==> src/logic/eeprom_pkg.sv <==
package eeprom_pkg;

    // ------------------------------------------------------------
    // Clock and timing
    // ------------------------------------------------------------
    localparam int CLOCK_HZ = 40_000_000;          // Core clock rate
    localparam int HZ_PER_MHZ = 1_000_000;         // Unit conversion
    localparam int WRITE_CYCLE_TIME_US = 5000;     // Longest programming time
    // Longest time, so it rounds down to whole cycles
    localparam int WRITE_CYCLE_CYCLES = WRITE_CYCLE_TIME_US * (CLOCK_HZ / HZ_PER_MHZ);

    // ------------------------------------------------------------
    // Array geometry
    // ------------------------------------------------------------
    localparam int PAGE_COUNT = 64;                // Pages in the array
    localparam int PAGE_BYTES = 16;                // Bytes in one page
    localparam int ADDR_W = 10;                    // Word address width
    localparam int BYTE_W = 8;                     // Bits per byte

    // ------------------------------------------------------------
    // Device address byte layout
    // ------------------------------------------------------------
    localparam int DEV_TYPE_HI = 7;                // Type identifier, top bit
    localparam int DEV_TYPE_LO = 4;                // Type identifier, low bit
    localparam int DEV_SEL_BIT = 3;                // Hardware select bit
    localparam int DEV_ADDR9_BIT = 2;              // Word address bit 9
    localparam int DEV_ADDR8_BIT = 1;              // Word address bit 8
    localparam int DEV_RW_BIT = 0;                 // High reads, low writes
    localparam int ADDR_HI_POS = 8;                // Low bit of the upper pair
    localparam logic [2:0] LAST_BIT = 3'h7;        // Bit count of the eighth bit

    // ------------------------------------------------------------
    // Reset values
    // ------------------------------------------------------------
    localparam logic LINE_IDLE = 1'b1;             // Released bus reads high
    localparam logic [ADDR_W-1:0] ADDR_RESET = 10'h000;
    localparam logic [BYTE_W-1:0] BYTE_RESET = 8'h00;

    // ------------------------------------------------------------
    // Link states
    // ------------------------------------------------------------
    typedef enum logic [3:0] {
        ST_IDLE      = 4'b0000,                    // Standby, waits for a start
        ST_DEV       = 4'b0001,                    // Shifting device address
        ST_DEV_ACK   = 4'b0010,                    // Acknowledging device address
        ST_WORD      = 4'b0011,                    // Shifting word address
        ST_WORD_ACK  = 4'b0100,                    // Acknowledging word address
        ST_DATA      = 4'b0101,                    // Shifting the data byte
        ST_DATA_ACK  = 4'b0110,                    // Acknowledging the data byte
        ST_WAIT_STOP = 4'b0111,                    // Data held, stop launches write
        ST_RD_BYTE   = 4'b1000,                    // Sending a read byte
        ST_RD_ACK    = 4'b1001,                    // Master answers read byte
        ST_WRITING   = 4'b1010                     // Programming, bus ignored
    } link_state_e;

endpackage : eeprom_pkg

==> src/logic/prog_if.sv <==
`timescale 1ns/1ps

// Launch and completion of the self-timed programming cycle
interface prog_if;
    logic start;                                   // One-cycle launch pulse
    logic done;                                    // One-cycle completion pulse

    modport ctrl (output start, input done);
    modport timer (input start, output done);
endinterface : prog_if

==> src/logic/pin_sync.sv <==
`timescale 1ns/1ps

// Two-stage synchroniser for one pin level
module pin_sync #(
    parameter logic RESET_VAL = 1'b1
) (
    // Clock and control
    input wire logic clock,
    input wire logic rst_n,
    input wire logic clk_en,
    // Level in and out
    input wire logic d,
    output logic q
);

    logic meta_r;                                  // First stage, read only by q

    // ------------------------------------------------------------
    // Synchroniser stages
    // ------------------------------------------------------------
    // Only the second stage may be looked at by other logic
    always_ff @(posedge clock) begin
        if (!rst_n) begin
            meta_r <= RESET_VAL;
            q <= RESET_VAL;
        end else if (clk_en) begin
            meta_r <= d;
            q <= meta_r;
        end
    end

endmodule : pin_sync

==> src/logic/write_timer.sv <==
`timescale 1ns/1ps

// Times the programming cycle from launch to completion
module write_timer #(
    parameter int CYCLES = eeprom_pkg::WRITE_CYCLE_CYCLES
) (
    // Clock and control
    input wire logic clock,
    input wire logic rst_n,
    input wire logic clk_en,
    // Launch and completion
    prog_if.timer pi
);
    import eeprom_pkg::*;

    localparam int CW = $clog2(CYCLES + 1);        // Counter width
    localparam logic [CW-1:0] LAST = CW'(CYCLES - 1);

    logic [CW-1:0] cnt_r;                          // Cycles elapsed
    logic run_r;                                   // Cycle in progress
    logic done_r;                                  // Completion pulse

    assign pi.done = done_r;

    // ------------------------------------------------------------
    // Cycle counter
    // ------------------------------------------------------------
    // A launch while running restarts the count; the controller never does so
    always_ff @(posedge clock) begin
        if (!rst_n) begin
            cnt_r <= '0;
            run_r <= 1'b0;
            done_r <= 1'b0;
        end else if (clk_en) begin
            done_r <= run_r && (cnt_r == LAST);
            if (pi.start) begin
                run_r <= 1'b1;
                cnt_r <= '0;
            end else if (run_r && (cnt_r == LAST)) begin
                run_r <= 1'b0;
            end else if (run_r) begin
                cnt_r <= cnt_r + 1'b1;
            end
        end
    end

endmodule : write_timer

==> src/logic/eeprom_bus_slave.sv <==
// How it works
// [RULE_01] Start is SDA falling while SCL high
// [RULE_02] All bus activity ignored until a start
// [RULE_03] Stop is SDA rising while SCL high
// [RULE_04] Repeated start accepted in place of stop
// [RULE_05] Receiver holds SDA low through ninth clock
// [RULE_06] Receiver releases SDA after ninth clock
// [RULE_07] Master no-acknowledge makes device release SDA
// [RULE_08] Standby after reset, stop, write, mismatch, no-acknowledge
// [RULE_09] Dummy clocks end with SDA released high
// [RULE_10] Sixty-four pages of sixteen, ten-bit address
// [RULE_11] Type identifier in bits seven to four
// [RULE_12] Bit three matches hardware select input
// [RULE_13] Address byte bits two, one give bits 9:8
// [RULE_14] Bit zero high reads, low writes
// [RULE_15] Acknowledge matching address, refuse mismatching one
// [RULE_16] Word address byte follows device address
// [RULE_17] Write is address, word, then data
// [RULE_18] Byte write acknowledges three bytes, then stop
// [RULE_19] Stop after acked data launches timed programming
// [RULE_20] Bus ignored while programming runs
// [RULE_21] Capture on SCL rise, change after fall
// [RULE_22] Most significant first, nine clocks per byte
// [RULE_23] Pins synchronised, edges found from samples
`timescale 1ns/1ps

module eeprom_bus_slave #(
    // Arbitrary neutral type identifier; set to the product's own value
    parameter logic [3:0] DEVICE_TYPE_ID = 4'h5,
    // Shorten in simulation; default is the longest programming time
    parameter int WRITE_CYCLES = eeprom_pkg::WRITE_CYCLE_CYCLES
) (
    // Clock and control
    input wire logic clock,
    input wire logic rst_n,
    input wire logic clk_en,
    // Two-wire bus pins
    input wire logic scl_in,
    input wire logic sda_in,
    output logic sda_out,
    output logic sda_oe,
    // Strap
    input wire logic hw_select_bit,
    // Memory side
    input wire logic [eeprom_pkg::BYTE_W-1:0] rd_data,
    output logic [eeprom_pkg::ADDR_W-1:0] word_addr,
    output logic prog_start,
    output logic [eeprom_pkg::ADDR_W-1:0] prog_addr,
    output logic [eeprom_pkg::BYTE_W-1:0] prog_data,
    // Status
    output logic busy,
    output logic standby
);
    import eeprom_pkg::*;

    // ------------------------------------------------------------
    // Pin sampling
    // ------------------------------------------------------------
    logic scl_s;                                   // Synchronised clock line
    logic sda_s;                                   // Synchronised data line
    logic sel_s;                                   // Synchronised select strap
    logic scl_d_r;                                 // Previous clock sample
    logic sda_d_r;                                 // Previous data sample

    pin_sync #(.RESET_VAL(LINE_IDLE)) u_scl_sync (.clock(clock), .rst_n(rst_n),
        .clk_en(clk_en), .d(scl_in), .q(scl_s)); // [RULE_23]

    pin_sync #(.RESET_VAL(LINE_IDLE)) u_sda_sync (.clock(clock), .rst_n(rst_n),
        .clk_en(clk_en), .d(sda_in), .q(sda_s)); // [RULE_23]

    // Unconnected strap is pulled low outside, so low is the safe reset value
    pin_sync #(.RESET_VAL(1'b0)) u_sel_sync (.clock(clock), .rst_n(rst_n),
        .clk_en(clk_en), .d(hw_select_bit), .q(sel_s)); // [RULE_12]

    // Programming timer; the sequencer stays deaf until it reports done
    prog_if pi ();
    write_timer #(.CYCLES(WRITE_CYCLES)) u_timer (.clock(clock), .rst_n(rst_n),
        .clk_en(clk_en), .pi(pi));

    // ------------------------------------------------------------
    // Bus events
    // ------------------------------------------------------------
    // Start and stop need SCL high in both samples, so a data change that
    // merely races a clock edge is taken as data, not as a condition
    wire scl_rise = scl_s & ~scl_d_r; // [RULE_21]
    wire scl_fall = ~scl_s & scl_d_r; // [RULE_21]
    wire start_det = scl_s & scl_d_r & sda_d_r & ~sda_s; // [RULE_01]
    wire stop_det = scl_s & scl_d_r & ~sda_d_r & sda_s; // [RULE_03]

    // ------------------------------------------------------------
    // State and next values
    // ------------------------------------------------------------
    link_state_e state_r, state_nxt;               // Link sequencer
    logic [2:0] bit_cnt_r, bit_cnt_nxt;            // Rising edges in this byte
    logic full_r, full_nxt;                        // Eighth bit taken
    logic [BYTE_W-1:0] shift_r, shift_nxt;         // Receive shifter
    logic [BYTE_W-1:0] tx_r, tx_nxt;               // Transmit shifter
    logic rw_r, rw_nxt;                            // Operation of this command
    logic master_ack_r, master_ack_nxt;            // Master answer to read byte
    logic sda_oe_r, sda_oe_nxt;                    // Pulling SDA low
    logic sda_out_r;                               // Open-drain level, always low
    logic [ADDR_W-1:0] word_addr_r, word_addr_nxt; // Address counter
    logic prog_start_r, prog_start_nxt;            // Launch pulse
    logic [ADDR_W-1:0] prog_addr_r, prog_addr_nxt; // Address to program
    logic [BYTE_W-1:0] prog_data_r, prog_data_nxt; // Byte to program
    logic busy_r, busy_nxt;                        // Programming in progress
    logic standby_r, standby_nxt;                  // Low-power standby

    // ------------------------------------------------------------
    // Decoding
    // ------------------------------------------------------------
    wire [BYTE_W-1:0] rx_byte = {shift_r[BYTE_W-2:0], sda_s}; // [RULE_22]
    wire type_ok = shift_r[DEV_TYPE_HI:DEV_TYPE_LO] == DEVICE_TYPE_ID; // [RULE_11]
    wire sel_ok = shift_r[DEV_SEL_BIT] == sel_s; // [RULE_12]
    wire dev_match = type_ok & sel_ok; // [RULE_15]
    wire dev_read = shift_r[DEV_RW_BIT]; // [RULE_14]
    wire [1:0] addr_hi = {shift_r[DEV_ADDR9_BIT], shift_r[DEV_ADDR8_BIT]}; // [RULE_13]
    wire rx_state = (state_r == ST_DEV) | (state_r == ST_WORD) | (state_r == ST_DATA);
    wire byte_end = scl_fall & full_r;             // Fall that ends the eighth bit
    wire [ADDR_W-1:0] addr_inc = word_addr_r + 1'b1; // [RULE_10]

    // ------------------------------------------------------------
    // Sequencer
    // ------------------------------------------------------------
    // Start and stop take priority over bit traffic in every state but the
    // programming one, which is deaf to the bus until the timer finishes
    always_comb begin
        state_nxt = state_r;
        bit_cnt_nxt = bit_cnt_r;
        full_nxt = full_r;
        shift_nxt = shift_r;
        tx_nxt = tx_r;
        rw_nxt = rw_r;
        master_ack_nxt = master_ack_r;
        sda_oe_nxt = sda_oe_r;
        word_addr_nxt = word_addr_r;
        prog_start_nxt = 1'b0;
        prog_addr_nxt = prog_addr_r;
        prog_data_nxt = prog_data_r;
        busy_nxt = busy_r;
        standby_nxt = standby_r;
        if (state_r == ST_WRITING) begin
            // Inputs are disabled until the cycle completes
            sda_oe_nxt = 1'b0; // [RULE_20]
            if (pi.done) begin
                state_nxt = ST_IDLE; // [RULE_08]
                busy_nxt = 1'b0;
                standby_nxt = 1'b1;
            end
        end else if (start_det) begin
            // Also covers a repeated start in mid-command
            state_nxt = ST_DEV; // [RULE_04]
            bit_cnt_nxt = 3'h0;
            full_nxt = 1'b0;
            sda_oe_nxt = 1'b0;
            standby_nxt = 1'b0; // [RULE_01]
        end else if (stop_det) begin
            sda_oe_nxt = 1'b0;
            if (state_r == ST_WAIT_STOP) begin
                // Acked data byte held: launch programming
                state_nxt = ST_WRITING; // [RULE_19]
                prog_start_nxt = 1'b1;
                prog_addr_nxt = word_addr_r;
                word_addr_nxt = addr_inc;
                busy_nxt = 1'b1;
            end else begin
                state_nxt = ST_IDLE; // [RULE_03]
                standby_nxt = 1'b1; // [RULE_08]
            end
        end else if (rx_state) begin
            // Receive a byte, most significant bit first
            if (scl_rise) begin
                shift_nxt = rx_byte; // [RULE_21]
                bit_cnt_nxt = bit_cnt_r + 1'b1;
                full_nxt = (bit_cnt_r == LAST_BIT); // [RULE_22]
            end else if (byte_end) begin
                full_nxt = 1'b0;
                bit_cnt_nxt = 3'h0;
                // Pull low for the ninth clock after the eighth falling edge
                sda_oe_nxt = 1'b1; // [RULE_05]
                unique case (state_r)
                    ST_DEV: begin
                        if (dev_match) begin
                            state_nxt = ST_DEV_ACK; // [RULE_15]
                            rw_nxt = dev_read;
                            // Upper pair only loads on a write; a read
                            // reuses the counter as it stands
                            if (!dev_read) begin
                                word_addr_nxt[ADDR_W-1:ADDR_HI_POS] = addr_hi; // [RULE_13]
                            end
                        end else begin
                            // No acknowledge, back to standby
                            sda_oe_nxt = 1'b0; // [RULE_15]
                            state_nxt = ST_IDLE; // [RULE_08]
                            standby_nxt = 1'b1;
                        end
                    end
                    ST_WORD: begin
                        word_addr_nxt[ADDR_HI_POS-1:0] = shift_r; // [RULE_16]
                        state_nxt = ST_WORD_ACK;
                    end
                    default: begin
                        prog_data_nxt = shift_r; // [RULE_18]
                        state_nxt = ST_DATA_ACK;
                    end
                endcase
            end
        end else begin
            unique case (state_r)
                ST_IDLE, ST_WAIT_STOP: begin
                    // Standby, or data held and only a stop or a start matters; extra
                    // bytes get no acknowledge since page mode is absent
                    sda_oe_nxt = 1'b0; // [RULE_02]
                end
                ST_DEV_ACK: begin
                    if (scl_fall) begin
                        if (rw_r) begin
                            // First read bit goes out right after the fall
                            state_nxt = ST_RD_BYTE; // [RULE_14]
                            tx_nxt = rd_data;
                            sda_oe_nxt = ~rd_data[BYTE_W-1]; // [RULE_21]
                        end else begin
                            state_nxt = ST_WORD; // [RULE_17]
                            sda_oe_nxt = 1'b0; // [RULE_06]
                        end
                    end
                end
                ST_WORD_ACK: begin
                    if (scl_fall) begin
                        state_nxt = ST_DATA; // [RULE_17]
                        sda_oe_nxt = 1'b0; // [RULE_06]
                    end
                end
                ST_DATA_ACK: begin
                    if (scl_fall) begin
                        state_nxt = ST_WAIT_STOP; // [RULE_18]
                        sda_oe_nxt = 1'b0; // [RULE_06]
                    end
                end
                ST_RD_BYTE: begin
                    if (scl_rise) begin
                        bit_cnt_nxt = bit_cnt_r + 1'b1;
                        full_nxt = (bit_cnt_r == LAST_BIT); // [RULE_22]
                    end else if (byte_end) begin
                        // Release for the master's answer
                        full_nxt = 1'b0;
                        bit_cnt_nxt = 3'h0;
                        sda_oe_nxt = 1'b0; // [RULE_05]
                        word_addr_nxt = addr_inc; // [RULE_10]
                        state_nxt = ST_RD_ACK;
                    end else if (scl_fall) begin
                        tx_nxt = {tx_r[BYTE_W-2:0], 1'b0};
                        sda_oe_nxt = ~tx_r[BYTE_W-2]; // [RULE_21]
                    end
                end
                ST_RD_ACK: begin
                    if (scl_rise) begin
                        master_ack_nxt = ~sda_s; // [RULE_21]
                    end else if (scl_fall) begin
                        if (master_ack_r) begin
                            state_nxt = ST_RD_BYTE;
                            tx_nxt = rd_data;
                            sda_oe_nxt = ~rd_data[BYTE_W-1];
                        end else begin
                            // Line stays released so the master can stop
                            state_nxt = ST_IDLE; // [RULE_07]
                            standby_nxt = 1'b1; // [RULE_08]
                        end
                    end
                end
                default: begin
                    // Illegal code: recover to standby with the line free
                    state_nxt = ST_IDLE; // [RULE_09]
                    sda_oe_nxt = 1'b0;
                    standby_nxt = 1'b1;
                end
            endcase
        end
    end

    // ------------------------------------------------------------
    // Sequencer registers
    // ------------------------------------------------------------
    // Reset lands in standby with SDA released
    always_ff @(posedge clock) begin
        if (!rst_n) begin
            scl_d_r <= LINE_IDLE;
            sda_d_r <= LINE_IDLE;
            state_r <= ST_IDLE; // [RULE_08]
            bit_cnt_r <= 3'h0;
            full_r <= 1'b0;
            shift_r <= BYTE_RESET;
            tx_r <= BYTE_RESET;
            rw_r <= 1'b0;
            master_ack_r <= 1'b0;
            sda_oe_r <= 1'b0;
            sda_out_r <= 1'b0;
            word_addr_r <= ADDR_RESET;
            prog_start_r <= 1'b0;
            prog_addr_r <= ADDR_RESET;
            prog_data_r <= BYTE_RESET;
            busy_r <= 1'b0;
            standby_r <= 1'b1;
        end else if (clk_en) begin
            scl_d_r <= scl_s; // [RULE_23]
            sda_d_r <= sda_s;
            state_r <= state_nxt;
            bit_cnt_r <= bit_cnt_nxt;
            full_r <= full_nxt;
            shift_r <= shift_nxt;
            tx_r <= tx_nxt;
            rw_r <= rw_nxt;
            master_ack_r <= master_ack_nxt;
            sda_oe_r <= sda_oe_nxt;
            sda_out_r <= 1'b0;
            word_addr_r <= word_addr_nxt;
            prog_start_r <= prog_start_nxt;
            prog_addr_r <= prog_addr_nxt;
            prog_data_r <= prog_data_nxt;
            busy_r <= busy_nxt;
            standby_r <= standby_nxt;
        end
    end

    // ------------------------------------------------------------
    // Outputs
    // ------------------------------------------------------------
    assign pi.start = prog_start_r;
    assign sda_out = sda_out_r;
    assign sda_oe = sda_oe_r;
    assign word_addr = word_addr_r;
    assign prog_start = prog_start_r;
    assign prog_addr = prog_addr_r;
    assign prog_data = prog_data_r;
    assign busy = busy_r;
    assign standby = standby_r;

endmodule : eeprom_bus_slave

==> config.mk <==
export PLATFORM = sky130hd
export DESIGN_NAME = eeprom_bus_slave
export DESIGN_NICKNAME = d
export VERILOG_FILES = /design/src/logic/eeprom_pkg.sv /design/src/logic/prog_if.sv /design/src/logic/pin_sync.sv /design/src/logic/write_timer.sv /design/src/logic/eeprom_bus_slave.sv
export SDC_FILE = /design/constraint.sdc
export NUM_CORES = 1
export LEC_CHECK = 0
export BUFFER_PORTS_ARGS = -buffer_cell sky130_fd_sc_hd__buf_2
export CAP_MARGIN = 40
export CORE_MARGIN = 2
export CORE_UTILIZATION = 53
export DETAILED_ROUTE_END_ITERATION = 8
export PLACE_DENSITY = 0.72
export SLEW_MARGIN = 10
export SYNTH_ARGS = -nofsm -noshare
export SYNTH_HDL_FRONTEND = slang
export SYNTH_SLANG_ARGS = --single-unit
==> constraint.sdc <==
create_clock -name clock -period 1.8 [get_ports clock]
set_input_delay 0.36 -clock clock [delete_from_list [all_inputs] [get_ports clock]]
set_output_delay 0.36 -clock clock [all_outputs]
set_load 0.02 [all_outputs]
Yosys cells after proc, flatten, opt, wreduce, memory -nomap -nowiden. Cells that the tools add are included. Widths: inputs -> output; s select.

Add/subtract/negate cells: 3. Bitwise logic cells: 23. Reduce and logical (&&, ||, !) cells: 28. Multiplexer cells: 99. Eq/ne operators: 53.

Operators with widths (number): $mux 10 (8); $mux 4 (17); $mux 7 (8); $mux 18 (3); $mux 1 (47); $ne 6x6->1 const B (7); $pmux 4 s6 (1); $reduce_and 12->1 (2); $pmux 7 s3 (1); $eq 4x3->1 const B (5); $ne 2x2->1 const B (10); $ne 5x5->1 const B (4); $reduce_and 10->1 (2); $add 18x1->18 const B (1); $eq 18x18->1 const B (1); $mux 3 (6); $ne 3x3->1 const B (5); $reduce_and 14->1 (1); $eq 4x4->1 const B (3); $not 1->1 (12); $reduce_and 11->1 (1); $add 10x1->10 const B (1); $ne 5x3->1 const B (2); $ne 5x4->1 const B (2); 31 further kinds (56).

Bits of input ports: 14. Register bits: 85.

Longest topological paths before layout. Gate-level depths: netlist of the first run.

Word-level depth: 10. Gate-level depth with buffers: 8. Depth with buffers taken out: 6.

Cells and area by module. Synthesis of the first run repeated with hierarchy kept, for this count alone.

Cells, all modules: 530. Area, all modules: 4458.0 µm².

By module, submodules not included: eeprom_bus_slave (times used 1, area each 3194.3 µm², cells each 383); write_timer (times used 1, area each 1056.0 µm², cells each 129); pin_sync at u_scl_sync ... (times used 2, area each 67.6 µm², cells each 6); pin_sync at u_sel_sync (times used 1, area each 72.6 µm², cells each 6).

Worst setup path after synthesis of the first run. OpenSTA, ideal clock, no wires.

Path type: register -> register. From: reg word_addr_r[0], in the netlist word_addr[0]. To: reg word_addr_r[8], in the netlist word_addr[8]. Clock period less this slack: 1.935 ns. Data arrival time: 1.865 ns. Library setup time: 0.070 ns. Stages on the path, launching flop included: 7. Slack: -0.135 ns. Cells stage by stage: dfxtp_1 -> ha_1 -> nand3_1 -> or2_2 -> or4bb_1 -> o21ai_0 -> o2bb2ai_1.

Cells in the longest elaborated chain, start to end: 6. Elaborated cells between the ends (all ways): 7. Classes of those cells: add/sub (1); mux (6).

Ends and longest elaborated chain: from (decl) (RTL line eeprom_bus_slave.sv:102) `logic [ADDR_W-1:0] word_addr_r, word_addr_nxt;`; from (signal assigned) (RTL line eeprom_bus_slave.sv:316) `word_addr_r <= word_addr_nxt;`; $add 10x1->10 (*) (RTL line eeprom_bus_slave.sv:120) `wire [ADDR_W-1:0] addr_inc = word_addr_r + 1'b1;`; $mux 10 (RTL line eeprom_bus_slave.sv:244) `end else if (byte_end) begin`; $mux 10 (RTL line eeprom_bus_slave.sv:241) `if (scl_rise) begin`; $mux 10 (RTL line eeprom_bus_slave.sv:209) `unique case (state_r)`; $mux 10 (RTL line eeprom_bus_slave.sv:170) `end else if (rx_state) begin`; $mux 10 (*) (RTL line eeprom_bus_slave.sv:157) `end else if (stop_det) begin`.

Mark *: on every way between the ends. The rest lies on a longest branch, timed or not. The select of a mux whose other input is x is not followed. A chain may end at the register's enable or synchronous reset.

Worst setup path after layout of the first run.
From: reg state_r[0]. To: reg state_r[1].

Cells in the longest elaborated chain, start to end: 8. Elaborated cells between the ends (all ways): 35. Classes of those cells: eq/ne (21); mux (9); bitwise (2); reduce/logical (3).

Ends and longest elaborated chain: from (decl) (RTL line eeprom_bus_slave.sv:93) `link_state_e state_r, state_nxt;`; from (signal assigned) (RTL line eeprom_bus_slave.sv:307) `state_r <= state_nxt;`; $eq 4x2->1 or $eq 4x1->1 (tied branches) (RTL line eeprom_bus_slave.sv:118, eeprom_bus_slave.sv:181); $pmux 3 s2 (RTL line eeprom_bus_slave.sv:181) `unique case (state_r)`; $mux 4 (RTL line eeprom_bus_slave.sv:176) `end else if (byte_end) begin`; $mux 4 (RTL line eeprom_bus_slave.sv:172) `if (scl_rise) begin`; $mux 4 (RTL line eeprom_bus_slave.sv:170); $mux 4 (RTL line eeprom_bus_slave.sv:157); $mux 4 (RTL line eeprom_bus_slave.sv:150) `end else if (start_det) begin`; $mux 4 (RTL line eeprom_bus_slave.sv:142) `if (state_r == ST_WRITING) begin`.

Several ways; a longest one is shown, not always the timed one. The select of a mux whose other input is x is not followed.

==> impl_metrics.yaml, run 1 <==
synthesis:
  syn_inst: 535
  ys_seq_area_share_pct: 37.0
  synth_nets: 553
  synth_cell_types: 78
  synth-edff-count: 0
  ys.flop_type: "dfxtp_1"
  synth_top_area_share_pct: 37.0
  yosys_warnings: 0
  synthTopCellsByArea: "dfxtp_1 37%, mux2i_1 9.6%, nand2_1 4.6%"
  syn_avg_cell_area_um2: 8.60
  synth_seq_cells: 85
  async_reset_ff_share_pct: 0
  synth_largest_area_cell: "dfxtp_1"
  netlist_area_mm2: 0.00460
placement:
  dp_hpwl_mm: 9.54
  dpl-instance-area_mm2: 0.00569
  placed_cells: 754
  dpl_worst_slack_ns: -0.220
  port_buffers: 45
  gp_congestion: 1.02
floorplan:
  fp.dieW_um: 97.2
  core_area_mm2: 0.00830
  die_y_um: 97.2
  std_cell_rows: 33
  ios: 47
  start_util_pct: 55.4
  die_area_mm2: 0.00944
timing:
  setup_slack_ns: -0.165
  grt_setup_unrepaired: "true"
  finClkSkew_ns: 0.0162
  tns_ns: -2.42
  worst_pin_slew_ns: 0.547
  slew_violations: 0
  hold_viol_final: 0
  finalCritPeriodShare_pct: 109
  min_period_ns: 1.97
  hold_ws_ns: 0.192
  timing.fmax_mhz: 509
  setup_violations: 33
  maxSlewHeadroom_pct: 63.1
worst_setup_path:
  cp_max_fo: 5
  rr_endpoint: "state_r[1]"
  endpoint_kind: "register"
  ff2ff_path_depth: 6
  r2r_start: "state_r[0]"
  path_class: "register to register"
  r2r_slack_ns: -0.17
  cp.arrival_ns: 2.24
  critPathLaunchType: "register"
  crit_required_ns: 2.07
cells_and_area:
  num_antenna_cells: 0
  final_nets: 703
  post-route-cell-area_mm2: 0.00654
  layout_commonest_cell: "buf_4"
  drive_above_1_share_pct: 41.9
  layout_common_cells: "109 x buf_4, 68 x dfxtp_1, 56 x nand2_1"
  final_cell_count_no_fill: 795
  areaGrowthSynthToFinish_pct: 42.2
  final_core_util_pct: 78.8
grt:
  grt_usage_pct: 29.5
  grt_pass1_wl_mm: 23.1
  antenna_found_initial: 0
  first_global_vias: 4823
  gr-total-overflow: 0
  grt_max_degree: 37
pwr:
  power_mw: 3.75
  power_switching_mw: 1.04
  p_per_area_mw_per_mm2: 573
  ir_worst_vdd_uv: 537
  swShare_pct: 27.7
  power_frac_clock_pct: 40.7
  internal_power_mw: 2.71
  power.static_leakage_nw: 2.65
  pwr-share-seq_pct: 50.5
  p_comb_share_pct: 8.8
detailed_routing:
  drc: 0
  wl_per_cell_um: 18.1
  ant_nets: 0
  detail_route.vias_per_cell: 6.13
  drtIter0Drc: 360
  dr.pass1.iters: 7
  vias: 4876
  routed_wl_mm: 14.4
cts:
  htree_levels: 3
  path_clk_slew_ns: 0.11
  clock_sinks: 85
  cts_tree: "done"
  cts_inserted_buffers: 9
  cts.path.max_buffers: 2
  clock_latency_ns: 0.38
  clock-root-buffer: "clkbuf_8"
min_path:
  worstHoldPathType: "primary input to register"
  whs_endpoint: "u_sda_sync.meta_r"
  hold_depth: 3
  holdCritStartpoint: "sda_in"
run_status:
  violations: "negative setup slack"
  status: "finished, violations left"
job:
  maxCapViolCount: 0
[per-layer routing]
layer  global-route usage [%]  vias up  wire length (um)
met1                     36.0     2370              5940
met2                     50.7      190              7010
li1                         -     2277                 -
met5                        0        -                 0
met4                     11.1        0               456
met3                     6.40       39               980
[power groups by stage]
stage	sequential, mW	clock, mW	combinational, mW
2_1_floorplan	1.94	0	0.163
3_3_place_gp	1.94	0	0.277
3_5_place_dp	1.94	0	0.284
4_1_cts	1.90	1.53	0.306
5_1_grt	1.90	1.59	0.349
6_report	1.90	1.53	0.329
[cell usage after synthesis (all sizes together), types with 5 or more instances]
| master | number |
|---|---|
| a21oi | 41 |
| a31oi | 5 |
| a211oi | 9 |
| nor2b | 8 |
| or3 | 7 |
| nand4 | 11 |
| nor2 | 52 |
| nand2b | 13 |
| clkbuf | 13 |
| buf | 25 |
| nand3b | 6 |
| o41ai | 5 |
| o31ai | 7 |
| mux2i | 44 |
| nand3 | 20 |
| a21o | 5 |
| o211ai | 8 |
| nor4 | 6 |
| nor3 | 7 |
| o32ai | 5 |
| or4 | 9 |
| nand2 | 56 |
| o21ai | 15 |
| dfxtp | 85 |
[worst max-delay path, stage by stage, from the launching register on]
cell      delay, ns
dfxtp_4        0.41
buf_6          0.11
and4bb_2       0.25
nand2b_1       0.12
inv_2          0.05
or4_4          0.56
o41ai_4        0.37
[what timing repair did]
action | in CTS | in global routing
buffers inserted | 14 | 11
gates cloned | 1 | 1
setup endpoints to repair | 45 | 62
pin swaps | 24 | 27
gates resized for setup | 53 | 56
hold buffers | 0 | 0
[flip-flops by register name (all words and copies together), names as in the netlist, 3 cells and up]
| name | cells |
|---|---|
| prog_addr | 10 |
| state_r | 4 |
| bit_cnt_r | 3 |
| word_addr | 10 |
| prog_data | 8 |
| u_timer.cnt_r | 18 |
| shift_r | 8 |
| tx_r | 7 |
[cell type report]
type,count,area [um2]
clock buffers,9,124
fillers,555,1760
well taps,105,131
repair buffers,177,1380
inverters,5,18.8
multi-input cells,407,3060
clock inverters,7,93.8
flip-flops and latches,85,1730
[kinds of logic after synthesis]
group	share of synthesized area [%]
and+or+nand+nor	27.1
AOI/OAI and AO/OA	20.0
DFF	37.0
buffers and inverters	4.41
other	0.0815
adders and majority gates	1.09
xor gates and xnor gates	0.762
muxes	9.57
[worst max-delay path by stage]
stage | from | end | slack (ns) | depth (start not counted)
floorplan | state_r[1] | bit_cnt_r[0] | -0.04 | 6
global placement | state_r[3] | sda_oe | -0.18 | 6
detailed placement | state_r[0] | state_r[1] | -0.22 | 6
CTS | state_r[1] | word_addr[0] | -0.14 | 6
global route | state_r[0] | bit_cnt_r[2] | -0.22 | 7
finish | state_r[0] | state_r[1] | -0.17 | 6
Power figures use the tool's default switching activity.
==> run 2, diff against run 1 <==
--- a/config.mk
+++ b/config.mk
@@ -8,9 +8,9 @@
 export BUFFER_PORTS_ARGS = -buffer_cell sky130_fd_sc_hd__buf_2
 export CAP_MARGIN = 40
 export CORE_MARGIN = 2
-export CORE_UTILIZATION = 53
+export CORE_UTILIZATION = 35
 export DETAILED_ROUTE_END_ITERATION = 8
-export PLACE_DENSITY = 0.72
+export PLACE_DENSITY = 0.5
 export SLEW_MARGIN = 10
 export SYNTH_ARGS = -nofsm -noshare
 export SYNTH_HDL_FRONTEND = slang
==> run 2 against run 1 <==
Against the previous run: the flow still finishes with violations (negative setup slack); utilization fell by 25 points; wire length barely moved; worst hold slack improved by 0.034 ns; largest cell class unchanged; highest routed layer unchanged.
==> impl_metrics.yaml, run 2 (synthesis gave the netlist of run 1 again) <==
timing:
  setup_violations: 38
  grt_setup_unrepaired: "true"
  finClkSkew_ns: 0.00576
  timing.fmax_mhz: 514
  min_period_ns: 1.95
  slew_violations: 0
  setup_slack_ns: -0.147
  hold_viol_final: 0
  finalCritPeriodShare_pct: 108
cts:
  path_clk_slew_ns: 0.07
  htree_levels: 3
  cts_inserted_buffers: 9
  clock_sinks: 85
  cts.path.max_buffers: 2
  clock_latency_ns: 0.35
  cts_tree: "done"
  ctsHoldBuffers: 0
  clock-root-buffer: "clkbuf_16"
run_status:
  violations: "negative setup slack"
  status: "finished, violations left"
detailed_routing:
  met3_length_um: 705
  detail_route.vias_per_cell: 5.49
  met1_length_mm: 6.40
  dr.pass1.iters: 4
  wl_met2_mm: 6.98
  wl_per_cell_um: 16.7
  drc: 0
  routed.top_layer: "met4"
  drtIter0Drc: 291
  routed_wl_mm: 14.4
  ant_nets: 0
  vias: 4725
cells_and_area:
  num_antenna_cells: 0
  filler_cell_count: 1200
  final_nets: 702
  layout_commonest_cell: "buf_4"
  areaGrowthSynthToFinish_pct: 49.3
  largest_register_ffs: 18
  layout_common_cells: "100 x buf_4, 66 x dfxtp_1, 54 x nand2_1"
  regMostFlops: "u_timer.cnt_r"
  final_cell_count_no_fill: 861
  drive_above_1_share_pct: 43.1
worst_setup_path:
  crit_required_ns: 2.07
  cp_cell_sequence: "buf_8 -> buf_4 -> nand2_2 -> buf_6 -> nand3_2 -> o211a_4 -> or4_4 -> buf_6 -> mux2i_1"
  path_class: "register to register"
  cp_max_fo: 8
  critPathTopFamily: "simple AND/OR/NAND/NOR gates"
  r2r_slack_ns: -0.15
  slowest_stage: "or4_4"
  endpoint_kind: "register"
  cp.arrival_ns: 2.22
  worstSetupPathDepth: 9
  cp_slowest_stage_delay_ns: 0.44
  path_buf_inv: 4
  path_common_cell: "buf_6"
  critPathLaunchType: "register"
  ff2ff_path_depth: 9
min_path:
  hold_depth: 3
  worstHoldPathType: "primary input to register"
placement:
  dpl_worst_slack_ns: -0.298
  gp_congestion: 0.861
  placed_cells: 813
  dp_hpwl_mm: 9.66
  port_buffers: 45
grt:
  grt_max_degree: 46
  antenna_found_initial: 0
  gr-total-overflow: 0
  first_global_vias: 4358
  grt_pass1_wl_mm: 22.1
  grt_usage_pct: 19.6
floorplan:
  die_y_um: 119
  start_util_pct: 36.2
  core_area_mm2: 0.0127
  ios: 47
  fp.dieW_um: 119
  std_cell_rows: 41
  die_area_mm2: 0.0141
pwr:
  power.static_leakage_nw: 2.72
  ir_worst_vdd_uv: 656
  p_per_area_mw_per_mm2: 609
job:
  maxCapViolCount: 0
run 2: cell count changes in the layout (fill, tap and decap cells not counted), moves of 4 or more:
cell and change:
clkbuf_16 +11, buf_4 -9, clkbuf_8 -8, nand3_1 -4
nand3_2 +4, o32ai_1 -4, o32ai_2 +4
run 2: worst paths after layout:
kind | start | to
worst min register to register | prog_addr[7] | prog_addr[7]
worst max-delay path | state_r[1] | state_r[0]
worst min-delay path | sda_in | u_sda_sync.meta_r
worst max register to register | state_r[1] | state_r[0]
run 2: repair_timing:
action,CTS,global route
gates cloned,1,4
buffers inserted,16,11
setup endpoints to repair,46,51
gates resized for setup,42,81
hold endpoints to repair,0,0
pin swaps,10,34
run 2: report_power, final:
part | internal [mW] | total, mW | switching [mW] | leakage [nW]
clock | 1.12 | 1.95 | 0.828 | 0.149
sequential | 1.88 | 1.89 | 0.00999 | 0.694
combinational | 0.160 | 0.340 | 0.181 | 1.88
total | 3.17 | 4.18 | 1.02 | 2.72
run 2: routing by layer:
| metal | up-vias | track usage, % |
|---|---|---|
| li1 | 2291 | - |
| met1 | 2293 | 25.3 |
| met2 | 121 | 31.7 |
| met3 | 20 | 3.91 |
| met4 | 0 | 8.33 |
| met5 | - | 0 |
run 2: tightest hold or removal path: cells and delay by family:
| kind | cells | cell delay, ns |
|---|---|---|
| AND/OR/NAND/NOR | 1 | 0.06 |
| multiplexers | 1 | 0.05 |
| buffers and inverters | 1 | 0.08 |
run 2: per-stage QoR:
stage                     util, %  hold WS, ns  cell area, um2  TNS, ns  power [mW]
after floorplan                 -        0.441            4640   -0.306        2.10
after global placement       45.2        0.452            5750    -5.21        2.23
after detailed placement     45.2        0.456            5750    -6.05        2.23
after CTS                    49.8        0.214            6330   -0.862        4.20
after global routing         54.0        0.243            6870    -5.65        4.35
final                        54.0        0.225            6870    -2.12        4.18
run 2: layout make-up:
type                    count  area [um2]  area share, %
repair buffers            176        1450           21.1
clock buffers              10         239           3.48
well taps                 172         215           3.13
flip-flops and latches     85        1740           25.3
multi-input cells         407        3140           45.7
clock inverters             6        68.8           1.00
inverters                   5        18.8          0.273
